==> config.mk <==
export PLATFORM = sky130hd
export DESIGN_NAME = bit_skip_and_call_execute
export DESIGN_NICKNAME = d
export VERILOG_FILES = /design/src/common/bit_skip_call_pkg.sv /design/src/common/decode_if.sv /design/src/verilog/bit_skip_and_call_execute.sv /design/src/verilog/insn_decoder.sv
export SDC_FILE = /design/constraint.sdc
export NUM_CORES = 1
export LEC_CHECK = 0
export ABC_AREA = 0
export BUFFER_PORTS_ARGS = -buffer_cell sky130_fd_sc_hd__clkbuf_2
export CORE_MARGIN = 2
export CORE_UTILIZATION = 50
export DETAILED_ROUTE_END_ITERATION = 10
export GPL_TIMING_DRIVEN = 0
export PLACE_DENSITY = 0.82
export SLEW_MARGIN = 20
export SYNTH_ARGS = -nofsm -noshare
export SYNTH_HDL_FRONTEND = slang
export SYNTH_SLANG_ARGS = --single-unit
export TNS_END_PERCENT = 20
==> constraint.sdc <==
create_clock -name sys_clk -period 4.11 [get_ports sys_clk]
set_input_delay 0.822 -clock sys_clk [delete_from_list [all_inputs] [get_ports sys_clk]]
set_output_delay 0.822 -clock sys_clk [all_outputs]
set_load 0.005 [all_outputs]
==> src/common/bit_skip_call_pkg.sv <==
// Constants and types shared by the bit, skip and call execution logic.
package bit_skip_call_pkg;
    localparam int INSN_W    = 14;
    localparam int PC_W      = 13;
    localparam int LIT_W     = 11;
    localparam int FADDR_W   = 7;
    localparam int DATA_W    = 8;
    localparam int BIT_LO    = 7;
    localparam int BIT_HI    = 9;
    localparam int LATCH_LO  = 3;
    localparam int LATCH_HI  = 4;
    localparam logic [1:0] GRP_BIT  = 2'h1;
    localparam logic [1:0] GRP_JUMP = 2'h2;
    localparam logic [1:0] BIT_SET  = 2'h1;
    localparam logic [1:0] BIT_SKIP = 2'h3;
    localparam logic [PC_W-1:0] PC_RESET = 13'h0000;
    localparam logic [PC_W-1:0] PC_STEP  = 13'h0001;
    localparam logic [DATA_W-1:0] ONE_HOT_BASE = 8'h01;

    typedef enum logic [1:0] {
        Q1 = 2'b00,
        Q2 = 2'b01,
        Q3 = 2'b10,
        Q4 = 2'b11
    } quarter_e;

    typedef enum logic [1:0] {
        OP_OTHER = 2'b00,
        OP_SET   = 2'b01,
        OP_SKIP  = 2'b10,
        OP_CALL  = 2'b11
    } op_e;
endpackage : bit_skip_call_pkg

==> src/common/decode_if.sv <==
// Decoded instruction fields passed from the decoder to the execution core.
`timescale 1ns/1ps
`default_nettype none
interface decode_if;
    import bit_skip_call_pkg::*;
    op_e                 op;
    logic [FADDR_W-1:0]  faddr;
    logic [2:0]          bsel;
    logic [LIT_W-1:0]    lit;
    modport dec (output op, faddr, bsel, lit);
    modport core (input op, faddr, bsel, lit);
endinterface : decode_if
`default_nettype wire

==> src/verilog/bit_skip_and_call_execute.sv <==
// Quarter-phase execution of bit set, bit test skip and subroutine call.
// What this block does
// RULE1 - A bit set decodes in Q1, reads the file in Q2, modifies in Q3 and writes back in Q4.
// RULE2 - A skip-if-set test reads file bit b and, when it is one, replaces the next word by a no-op cycle.
// RULE3 - A call pushes PC+1 onto the return stack top and loads the 11-bit literal into PC bits 10 to 0.
// RULE4 - A call fills PC bits 12 and 11 from latch bits 4 and 3 and spends a second no-op cycle.
// RULE5 - One 14-bit word is taken per instruction cycle except in a no-op cycle, and the leading opcode bits pick the behaviour.
`timescale 1ns/1ps
`default_nettype none
module bit_skip_and_call_execute
    import bit_skip_call_pkg::*;
(
    // Clock and reset.
    input  wire logic                sys_clk,
    input  wire logic                sys_rst,
    // Instruction fetch.
    input  wire logic [INSN_W-1:0]   insn,
    input  wire logic [DATA_W-1:0]   high_address_latch,
    // File register port.
    input  wire logic [DATA_W-1:0]   file_rdata,
    output logic                     file_rd,
    output logic                     file_wr,
    output logic [FADDR_W-1:0]       file_addr,
    output logic [DATA_W-1:0]        file_wdata,
    // Program counter and stack.
    output logic [PC_W-1:0]          pc,
    output logic                     push,
    output logic [PC_W-1:0]          return_stack_top,
    // Cycle state.
    output quarter_e                 quarter,
    output logic                     insn_take,
    output logic                     nop_cycle
);
    import bit_skip_call_pkg::*;

    decode_if dbus ();

    insn_decoder u_dec (
        .insn (insn),
        .dec  (dbus)
    );

    ////////////////////////////////////////////////////////////////////////////
    op_e                op;
    logic [FADDR_W-1:0] faddr;
    logic [2:0]         bsel;
    logic [LIT_W-1:0]   lit;
    logic [DATA_W-1:0]  data;
    logic               skip_hit;
    logic               next_nop;

    // Q1 latches the word only when the cycle is not a discarded one.
    wire logic          at_q1   = (quarter == Q1);
    wire logic          at_q2   = (quarter == Q2);
    wire logic          at_q3   = (quarter == Q3);
    wire logic          at_q4   = (quarter == Q4);
    wire logic          take    = at_q1 && !nop_cycle;
    wire logic          tested  = file_rdata[bsel];
    wire logic [DATA_W-1:0] set_mask = ONE_HOT_BASE << bsel;
    wire logic [PC_W-1:0]   pc_inc   = pc + PC_STEP;
    wire logic [PC_W-1:0]   call_pc  = {high_address_latch[LATCH_HI:LATCH_LO], lit};
    // The push is launched from the taking edge, so it stands in Q2 while PC still holds
    // the address of the call itself.
    wire logic          take_call = take && (dbus.op == OP_CALL);

    always_ff @(posedge sys_clk or posedge sys_rst) begin
        if (sys_rst) begin
            quarter <= Q1;
        end else begin
            quarter <= quarter_e'(quarter + 2'h1);
        end
    end

    always_ff @(posedge sys_clk or posedge sys_rst) begin
        if (sys_rst) begin
            op    <= OP_OTHER;
            faddr <= '0;
            bsel  <= '0;
            lit   <= '0;
        end else if (take) begin
            op    <= dbus.op;    // [RULE5]
            faddr <= dbus.faddr;
            bsel  <= dbus.bsel;
            lit   <= dbus.lit;
        end else if (at_q1) begin
            op    <= OP_OTHER;
        end
    end

    always_ff @(posedge sys_clk or posedge sys_rst) begin
        if (sys_rst) begin
            insn_take <= 1'b0;
        end else begin
            insn_take <= take;   // [RULE5]
        end
    end

    ////////////////////////////////////////////////////////////////////////////
    // File access: read strobe during Q2, write strobe during Q4.
    always_ff @(posedge sys_clk or posedge sys_rst) begin
        if (sys_rst) begin
            file_rd   <= 1'b0;
            file_addr <= '0;
        end else begin
            file_rd   <= take && (dbus.op == OP_SET || dbus.op == OP_SKIP); // [RULE1] [RULE2]
            file_addr <= take ? dbus.faddr : file_addr;
        end
    end

    always_ff @(posedge sys_clk or posedge sys_rst) begin
        if (sys_rst) begin
            data     <= '0;
            skip_hit <= 1'b0;
        end else if (at_q2 && file_rd) begin
            data     <= file_rdata;                 // [RULE1]
            skip_hit <= (op == OP_SKIP) && tested;  // [RULE2]
        end else if (at_q1) begin
            skip_hit <= 1'b0;
        end
    end

    always_ff @(posedge sys_clk or posedge sys_rst) begin
        if (sys_rst) begin
            file_wr    <= 1'b0;
            file_wdata <= '0;
        end else begin
            file_wr    <= at_q3 && (op == OP_SET);                    // [RULE1]
            file_wdata <= at_q3 ? (data | set_mask) : file_wdata;     // [RULE1]
        end
    end

    ////////////////////////////////////////////////////////////////////////////
    // Program counter and discarded-cycle flag resolved in Q4, stack push at the taking Q1 edge.
    assign next_nop = (op == OP_CALL) || skip_hit;  // [RULE2] [RULE4]

    always_ff @(posedge sys_clk or posedge sys_rst) begin
        if (sys_rst) begin
            pc               <= PC_RESET;
            push             <= 1'b0;
            return_stack_top <= PC_RESET;
            nop_cycle        <= 1'b0;
        end else begin
            push <= take_call;                                      // [RULE3]
            if (at_q4) begin
                nop_cycle <= next_nop;
                pc        <= (op == OP_CALL) ? call_pc : pc_inc;   // [RULE3] [RULE4]
            end
            if (take_call) begin
                return_stack_top <= pc_inc;                         // [RULE3]
            end
        end
    end
endmodule : bit_skip_and_call_execute
`default_nettype wire

==> src/verilog/insn_decoder.sv <==
// Combinational field split and opcode selection of one instruction word.
`timescale 1ns/1ps
`default_nettype none
module insn_decoder
    import bit_skip_call_pkg::*;
(
    // Instruction word.
    input  wire logic [INSN_W-1:0] insn,
    // Decoded fields.
    decode_if.dec                  dec
);
    wire logic [1:0] grp  = insn[INSN_W-1:INSN_W-2];
    wire logic [1:0] sub  = insn[INSN_W-3:INSN_W-4];
    wire logic       is_set  = (grp == GRP_BIT) && (sub == BIT_SET);
    wire logic       is_skip = (grp == GRP_BIT) && (sub == BIT_SKIP);
    wire logic       is_call = (grp == GRP_JUMP) && !insn[LIT_W];

    assign dec.op    = is_call ? OP_CALL : is_skip ? OP_SKIP :
                       is_set ? OP_SET : OP_OTHER;
    assign dec.faddr = insn[FADDR_W-1:0];
    assign dec.bsel  = insn[BIT_HI:BIT_LO];
    assign dec.lit   = insn[LIT_W-1:0];
endmodule : insn_decoder
`default_nettype wire
==> results.sh, run 1 <==
export IMPL_die_y_um=81.1
export IMPL_drtIter0Drc=227
export IMPL_die_w_um=81.1
export IMPL_max_slew_margin=0.693
export IMPL_netlist_area_sq_um=2970
export IMPL_grt_max_degree=44
export IMPL_clockBufferDepth=2
export IMPL_wl_per_cell_um=15.7
export IMPL_drt_wl_total_um=7000
export IMPL_yosysMostFrequentCell="dfrtp_1"
export IMPL_ctsHtreeMaxLevel=3
export IMPL_routed_via_density=5.54
export IMPL_syn_area_per_cell_sq_um=10.6
export IMPL_place_ws_ps=2120
export IMPL_setup_slack_ps=2110
export IMPL_max_cap_viol_count=0
export IMPL_cts_resized=0
export IMPL_syn_num_nets=318
export IMPL_grt_pass1_wl_um=11700
export IMPL_cts_buffers=9
export IMPL_yosys_top_cells_area="dfrtp_1 (53%), mux2_2 (8.0%), a21oi_1 (3.7%)"
export IMPL_synth_cell_type_count=47
export IMPL_numClockSinks=63
export IMPL_start_util=0.511
export IMPL_rsz0062_at_grt="no"
export IMPL_cp_end_kind="flip-flop"
export IMPL_ys_ff_latch=63
export IMPL_finalClockSkew_ps=12.0
export IMPL_setup_viol=0
export IMPL_yosysSeqAreaShare=0.531
export IMPL_rows=28
export IMPL_die_area_sq_um=6570
export IMPL_drtAntennaViolNets=0
export IMPL_multiInputGateArea_sq_um=1230
export IMPL_postCtsHoldBufs=0
export IMPL_slew_viol_final=0
export IMPL_p_per_area_nw_per_um2=483
export IMPL_fin_setup_tns_ps=0
export IMPL_netlist_area_leader_share=0.531
export IMPL_synth_main_ff_cell="dfrtp_1"
export IMPL_first_pass_iters=4
export IMPL_nFillCells=510
export IMPL_port_buffers=73
export IMPL_clk_pin_slew_ps=80
export IMPL_hpwl_um=4890
export IMPL_crit_type="reg -> reg"
export IMPL_fmax_mhz=499
export IMPL_cts_root_buffer="clkbuf_8"
export IMPL_area_growth_pct=24.0
export IMPL_crit_path_start_kind="flip-flop"
export IMPL_worstHoldPathType="in -> async"
export IMPL_core_area_sq_um=5820
export IMPL_postSynthCellCount=281
export IMPL_yosys_area_top_type="dfrtp_1"
export IMPL_synthArstFlopShare=1.00
export IMPL_antenna_found_initial=0
export IMPL_drive_above_1_share=0.367
export IMPL_path_max_fanout=10
export IMPL_p_leak_uw=0.00172
export IMPL_grt_total_usage=0.235
export IMPL_synth_commonest_cells="dfrtp_1 (63), nand2_1 (27), nor2_1 (23)"
export IMPL_post_route_period_util=0.488
export IMPL_min_period_ps=2000
export IMPL_tightestPinTransition_ps=461
export IMPL_clock_latency_ps=340
export IMPL_via_count=2473
export IMPL_place_congestion=0.862
export IMPL_status="finished clean"
export IMPL_crit_required_ps=4320
export IMPL_antenna_cells=0
export IMPL_fin_nets=403
export IMPL_cp_arrival_ps=2210
export IMPL_grt_pass1_vias=2329
export IMPL_hold_viol=0
export IMPL_ir_drop_mv=0.209
export IMPL_cts_tree="yes"
export IMPL_ios=80
export IMPL_grt_ovfl_total=0
export IMPL_drc=0
export IMPL_seqCellArea_sq_um=1580
export IMPL_yosysWarnings=0
export IMPL_cts_setup_buffers=0
export IMPL_synth_edf_count=0
-- layout make-up --
| class | instances | share of cell area |
|---|---|---|
| clock inverter | 5 | 0.0217 |
| timing repair buffer | 74 | 0.105 |
| multi-input combinational | 183 | 0.333 |
| clock buffer | 11 | 0.0411 |
| inverter | 13 | 0.0139 |
| tap | 75 | 0.0255 |
| sequential | 63 | 0.428 |
| buffer | 22 | 0.0323 |
-- logic make-up after synthesis --
| kind of cell | Yosys count | synth area share |
|---|---|---|
| flops | 63 | 0.531 |
| xor+xnor | 11 | 0.0324 |
| simple gates | 74 | 0.132 |
| compound gates | 71 | 0.144 |
| mux | 22 | 0.0830 |
| fa+ha+maj | 5 | 0.0211 |
| buf+inv | 35 | 0.0564 |
-- final timing paths --
check / from / end / slack (ps) / depth (start not counted)
worst min register to register: return_stack_top[5] / return_stack_top[5] / 490 / 2
worst min-delay path: sys_rst / return_stack_top[8] / 410 / 2
worst max register to register: quarter[0] / return_stack_top[11] / 2110 / 8
worst max-delay path: quarter[0] / return_stack_top[11] / 2110 / 8
min in group sys_clk: return_stack_top[5] / return_stack_top[5] / 490 / 2
max in group asynchronous: sys_rst / lit[0] / 3190 / 3
-- metal layers --
| layer | global-route usage | up-vias | wire length (um) | part of all wire |
|---|---|---|---|---|
| met4 | 0.110 | 0 | 197 | 0.028 |
| met2 | 0.375 | 91 | 3420 | 0.49 |
| li1 | - | 1156 | - | - |
| met3 | 0.0367 | 19 | 345 | 0.049 |
| met1 | 0.314 | 1207 | 3040 | 0.43 |
| met5 | 0 | - | 0 | 0 |
-- power by group --
group          total, uW  switching [uW]  internal, uW
combinational        335             166           169
clock                622             248           373
sequential           821            99.9           721
total               1780             514          1260
-- through the flow --
stage	instance area [sq um]	power, uW	utilization	hold slack [ps]	instances
global route	3680	1870	0.633	438	446
finish	3680	1780	0.633	408	446
detailed placement	3450	1160	0.594	477	430
global placement	3430	1140	0.590	468	429
CTS	3680	1780	0.633	416	446
floorplan	2970	1010	-	456	281
-- critical path, cell delays in order (launching register included) --
cell,delay (ps)
dfrtp_1,410
inv_1,110
ha_1,190
nor2b_1,120
buf_2,220
nand3_1,330
clkbuf_1,320
nand2_1,110
o21ai_1,60
-- state kept, by name (all words and copies together), names as in the netlist --
register,cells
pc,13
bsel,2
insn_take,1
file_wr,1
lit,9
op,2
file_rd,1
quarter,2
skip_hit,1
nop_cycle,1
file_wdata,8
push,1
return_stack_top,13
data,8
-- placed cells by master (no fill, tap or decap), types with 4 or more instances in the layout --
master     n
a21oi_1   22
a31oi_1    8
buf_2      8
buf_4      7
clkbuf_1   7
clkbuf_2  73
clkbuf_8  11
dfrtp_1   63
ha_1       5
inv_1     11
mux2_2    21
nand2_1   27
nand3_1    4
nor2_1    23
nor3_2     4
o21ai_0   10
o21ai_1   11
xnor2_1   10
(Power assumes the default switching activity.)
==> run 2: changes to the inputs <==
- ABC_AREA: 0 -> 1
- PLACE_DENSITY: 0.82 -> 0.81
- clock period: 4.11 -> 2.05 ns (I/O delays scaled with it)
==> run 2 against run 1 <==
  * Critical path depth stayed put
  * Count of clock-buffer cells in the layout is 1 higher
  * Clock skew is 3.4 ps lower
  * Non-clock buffer count is 5 lower
  * Register-to-register slack worse by 1800 ps
  * Global-route usage is 0.16 points higher
  * Worst hold slack worse by 140 ps
  * Die area is 0.44% higher
  * Total power is 96% higher
  * Critical path type unchanged
==> results.sh, run 2 <==
export IMPL_drt_wl_total_um=7090
export IMPL_area_growth_pct=23.1
export IMPL_die_w_um=81.3
export IMPL_rsz0062_at_grt="no"
export IMPL_hpwl_um=5240
export IMPL_max_slew_margin=0.677
export IMPL_postSynthCellCount=355
export IMPL_yosysSeqAreaShare=0.528
export IMPL_cts_setup_buffers=0
export IMPL_netlist_area_leader_share=0.528
export IMPL_start_util=0.510
export IMPL_final_cell_mix="nand2_1 (112), clkbuf_2 (73), dfrtp_1 (63), nor2_1 (30), inv_1 (29)"
export IMPL_ir_drop_mv=0.496
export IMPL_die_area_sq_um=6600
export IMPL_path_max_fanout=10
export IMPL_yosysMostFrequentCell="nand2_1"
export IMPL_place_congestion=0.896
export IMPL_drtIter0Drc=238
export IMPL_cp_end_kind="flip-flop"
export IMPL_routed_via_density=5.08
export IMPL_fin_nets=478
export IMPL_p_leak_uw=0.00195
export IMPL_grt_pass1_wl_um=11600
export IMPL_cts_resized=0
export IMPL_reg_top3="pc (13), return_stack_top (13), lit (9)"
export IMPL_status="finished clean"
export IMPL_ctsHtreeMaxLevel=3
export IMPL_cts_root_buffer="clkbuf_8"
export IMPL_clk_pin_slew_ps=60
export IMPL_syn_area_per_cell_sq_um=8.41
export IMPL_wl_per_cell_um=13.6
export IMPL_clock_latency_ps=340
export IMPL_setup_viol=0
export IMPL_cp_arrival_ps=1940
export IMPL_grt_total_usage=0.236
export IMPL_clockBufferDepth=2
export IMPL_synth_main_ff_cell="dfrtp_1"
export IMPL_synth_cell_type_count=29
export IMPL_drive_above_1_share=0.258
export IMPL_syn_num_nets=392
export IMPL_yosys_area_top_type="dfrtp_1"
export IMPL_min_period_ps=1710
export IMPL_synth_commonest_cells="nand2_1 (112), dfrtp_1 (63), inv_1 (30), nor2_1 (30), o21ai_0 (26)"
export IMPL_holdWs_ps=268
export IMPL_p_per_area_nw_per_um2=949
export IMPL_yosysWarnings=0
export IMPL_finalClockSkew_ps=8.61
export IMPL_core_area_sq_um=5850
export IMPL_yosys_top_cells_area="dfrtp_1 (53%), nand2_1 (14%), o21ai_0 (4.4%)"
export IMPL_ios=80
export IMPL_crit_required_ps=2280
export IMPL_slew_viol_final=0
export IMPL_post_route_period_util=0.835
export IMPL_ys_ff_latch=63
export IMPL_antenna_cells=0
export IMPL_drtAntennaViolNets=0
export IMPL_max_cap_viol_count=0
export IMPL_drc=0
export IMPL_grt_pass1_vias=2440
export IMPL_tightestPinTransition_ps=485
export IMPL_crit_type="reg -> reg"
export IMPL_power_total_uw=3490
export IMPL_cts_buffers=9
export IMPL_synth_edf_count=0
export IMPL_antenna_found_initial=0
export IMPL_rows=28
export IMPL_worstHoldPathType="in -> reg"
export IMPL_fmax_mhz=584
export IMPL_die_y_um=81.3
export IMPL_via_count=2647
export IMPL_port_buffers=73
export IMPL_cts_tree="yes"
export IMPL_hold_viol=0
export IMPL_grt_max_degree=52
export IMPL_mostFrequentLayoutCell="nand2_1"
export IMPL_crit_path_start_kind="flip-flop"
export IMPL_synthArstFlopShare=1.00
export IMPL_rr_worst_depth=8
export IMPL_first_pass_iters=4
export IMPL_hold_depth=3
export IMPL_grt_ovfl_total=0
export IMPL_netlist_area_sq_um=2980
export IMPL_numClockSinks=63
[run 2: power breakdown]
| group | switching, uW | total [uW] | internal [uW] |
|---|---|---|---|
| sequential | 212 | 1680 | 1470 |
| combinational | 408 | 754 | 346 |
| clock | 462 | 1050 | 589 |
| total | 1080 | 3490 | 2410 |
[run 2: routing by layer]
layer	vias to the layer above	track usage	routed length, um
met4	0	0.0966	163
met1	1210	0.331	3030
met5	-	0	0
met2	113	0.353	3300
met3	14	0.0567	602
li1	1310	-	-
[run 2: layout make-up]
type / instances / area (sq um)
clock inverter: 4 / 45.0
sequential: 63 / 1580
multi-input combinational: 242 / 1170
tap: 75 / 93.8
clock buffer: 12 / 145
fill: 522 / 2180
buffer: 16 / 106
inverter: 34 / 130
timing repair buffer: 75 / 403
[run 2: timing repair]
item | 4_1_cts | 5_1_grt
hold buffers | 1 | 0
hold endpoints to repair | 12 | 0
setup endpoints to repair | 0 | 0
[run 2: cells by family after synthesis]
group | share of synthesized area
AO/OA/AOI/OAI | 0.0931
XOR/XNOR | 0.0147
flip-flops | 0.528
AND/OR/NAND/NOR | 0.246
adder cells (fa/ha/maj) | 0.0210
multiplexers | 0.0189
buffers and inverters | 0.0784
[run 2: worst paths after layout]
kind	slack, ps	to	startpoint
min in group asynchronous	530	return_stack_top[6]	sys_rst
min reg2reg	480	return_stack_top[9]	return_stack_top[9]
max in group asynchronous	1040	lit[3]	sys_rst
min	270	lit[6]	insn[6]
max reg2reg	340	return_stack_top[12]	quarter[0]
max	340	return_stack_top[12]	quarter[0]
[run 2: stage by stage]
step	worst slack [ps]	TNS (ps)	utilization	instance area, sq um	std cells
after floorplan	70.3	0	-	2980	355
after global placement	-619	-38840	0.589	3440	503
after detailed placement	323	0	0.594	3470	504
after CTS	316	0	0.628	3670	521
after global routing	172	0	0.628	3670	521
final	338	0	0.628	3670	521
[run 2: worst max-delay path: stages (launching register included)]
cell and delay, ps:
dfrtp_1 400, inv_1 120, ha_1 270, nand2_4 110, nor3_4 280, inv_2 130, buf_6 170, nand2_1 60
nand2_1 50
==> run 3: changes to the inputs <==
- CORE_UTILIZATION: 50 -> 47
- PLACE_DENSITY: 0.81 -> 0.8
- clock period: 2.05 -> 1.43 ns (I/O delays scaled with it)
==> run 3 against run 2 <==
  * Clock skew grew 1.4 ps
  * Sequential cell count stayed put
  * Critical endpoint unchanged
  * Clock power is 30% higher
  * Core utilization is 0.84 points higher
  * The run now ends with negative setup slack left
  * Wire length up 10%
  * Critical path depth is 1 higher
  * Combinational power grew 63%
  * Register-to-register slack got worse by 390 ps
  * Non-clock buffer count rose by 16
==> results.sh, run 3 (same netlist as run 2, synthesis figures left out) <==
export IMPL_postCtsHoldBufs=0
export IMPL_tightestPinTransition_ps=699
export IMPL_max_cap_viol_count=0
export IMPL_die_area_sq_um=7000
export IMPL_slew_viol_final=0
export IMPL_grt_max_degree=35
export IMPL_finalClockSkew_ps=10.0
export IMPL_setup_viol=11
export IMPL_area_growth_pct=33.1
export IMPL_ir_drop_mv=0.834
export IMPL_cts_root_buffer="clkbuf_8"
export IMPL_rr_worst_depth=9
export IMPL_crit_type="reg -> reg"
export IMPL_die_w_um=83.7
export IMPL_worstHoldPathType="in -> async"
export IMPL_min_period_ps=1480
export IMPL_antenna_cells=0
export IMPL_clk_pin_slew_ps=80
export IMPL_routed_via_density=5.22
export IMPL_grt_pass1_vias=2612
export IMPL_violations="negative setup slack"
export IMPL_clock_latency_ps=350
export IMPL_cts_tree="yes"
export IMPL_start_util=0.478
export IMPL_cts_buffers=9
export IMPL_timing_rr_start="quarter[1]"
export IMPL_utilization=0.636
export IMPL_r2r_slack_ps=-50
export IMPL_hold_viol=0
export IMPL_wl_per_cell_um=14.5
export IMPL_antenna_found_initial=0
export IMPL_mostFrequentLayoutCell="nand2_1"
export IMPL_cp_arrival_ps=1720
export IMPL_via_count=2812
export IMPL_setup_slack_ps=-50.9
export IMPL_hpwl_um=5210
export IMPL_drive_above_1_share=0.351
export IMPL_die_y_um=83.7
export IMPL_first_pass_iters=5
export IMPL_grt_ovfl_total=0
export IMPL_ctsHtreeMaxLevel=3
export IMPL_fmax_mhz=675
export IMPL_drtAntennaViolNets=0
export IMPL_drt_wl_total_um=7820
export IMPL_p_per_area_nw_per_um2=1270
export IMPL_p_leak_uw=0.00206
export IMPL_crit_required_ps=1670
export IMPL_status="complete, but fails checks"
export IMPL_r2r_end="return_stack_top[12]"
export IMPL_max_slew_margin=0.533
export IMPL_core_area_sq_um=6240
export IMPL_rsz0062_at_grt="yes"
export IMPL_crit_path_start_kind="flip-flop"
export IMPL_grt_total_usage=0.232
export IMPL_numClockSinks=63
export IMPL_cp_end_kind="flip-flop"
export IMPL_drc=0
export IMPL_ios=80
export IMPL_path_max_fanout=5
export IMPL_port_buffers=73
export IMPL_rows=29
export IMPL_grt_pass1_wl_um=12800
export IMPL_drtIter0Drc=249
export IMPL_fin_nets=495
export IMPL_nFillCells=489
export IMPL_reg_top3="pc (13), return_stack_top (13), lit (9)"
export IMPL_post_route_period_util=1.04
export IMPL_final_cell_mix="nand2_1 (106), clkbuf_2 (74), dfrtp_1 (60), inv_1 (27), nor2_1 (25)"
export IMPL_fin_setup_tns_ps=-327
export IMPL_clockBufferDepth=2
export IMPL_place_congestion=0.868
run 3: repair_timing:
action	in CTS	in global routing
pin swaps	2	1
buffers inserted	9	7
cloned	2	0
endpoints found under the setup margin	48	47
endpoints found under the hold margin	0	0
gates resized for setup	24	43
run 3: layout make-up:
class                      count  area (sq um)  share of cell area
buffer                        16           139              0.0350
clock buffer                  11           141              0.0356
clock inverter                 4          22.5             0.00567
inverter                      34           150              0.0378
multi-input combinational    242          1290               0.325
sequential                    63          1580               0.398
tap                           77          96.3              0.0243
timing repair buffer          91           544               0.137
timing repair inverter         1          7.51             0.00189
run 3: report_power, final:
| group | internal, uW | switching, uW | total [uW] | leakage, uW |
|---|---|---|---|---|
| clock network | 658 | 704 | 1360 | 0.0000850 |
| logic | 579 | 655 | 1230 | 0.00121 |
| registers | 2120 | 325 | 2440 | 0.000758 |
run 3: worst max-delay path by stage:
| stage | to | cells past startpoint | from | slack, ps |
|---|---|---|---|---|
| floorplan | return_stack_top[10] | 8 | quarter[0] | -50 |
| global placement | return_stack_top[12] | 8 | quarter[0] | -250 |
| detailed placement | return_stack_top[12] | 8 | quarter[0] | -270 |
| CTS | data[0] | 6 | quarter[1] | -2 |
| global route | return_stack_top[7] | 8 | quarter[1] | -120 |
| finish | return_stack_top[12] | 9 | quarter[1] | -50 |
run 3: critical path, cell delays in order, from the launching register on:
cell	delay (ps)
dfrtp_1	410
inv_2	90
ha_4	170
nand2_8	60
nor3_4	200
buf_6	160
inv_8	50
buf_8	120
nand2_1	50
nand2_1	60
run 3: stage by stage:
step / hold WS, ps / power, uW / worst slack (ps) / instance area (sq um) / instances
floorplan: 396 / 3000 / -49.3 / 2990 / 355
global placement: 454 / 3450 / -250 / 3450 / 505
detailed placement: 416 / 3510 / -267 / 3470 / 506
CTS: 50.2 / 4860 / -2.20 / 3800 / 532
global route: 80.7 / 5320 / -122 / 3970 / 539
finish: 21.2 / 5040 / -50.9 / 3970 / 539
run 3: layer usage:
metal	part of all wire	global-route usage	vias up
met3	0.061	0.0415	17
met5	0	0	-
met2	0.48	0.356	120
li1	-	-	1348
met4	0.018	0.0880	0
met1	0.44	0.331	1327
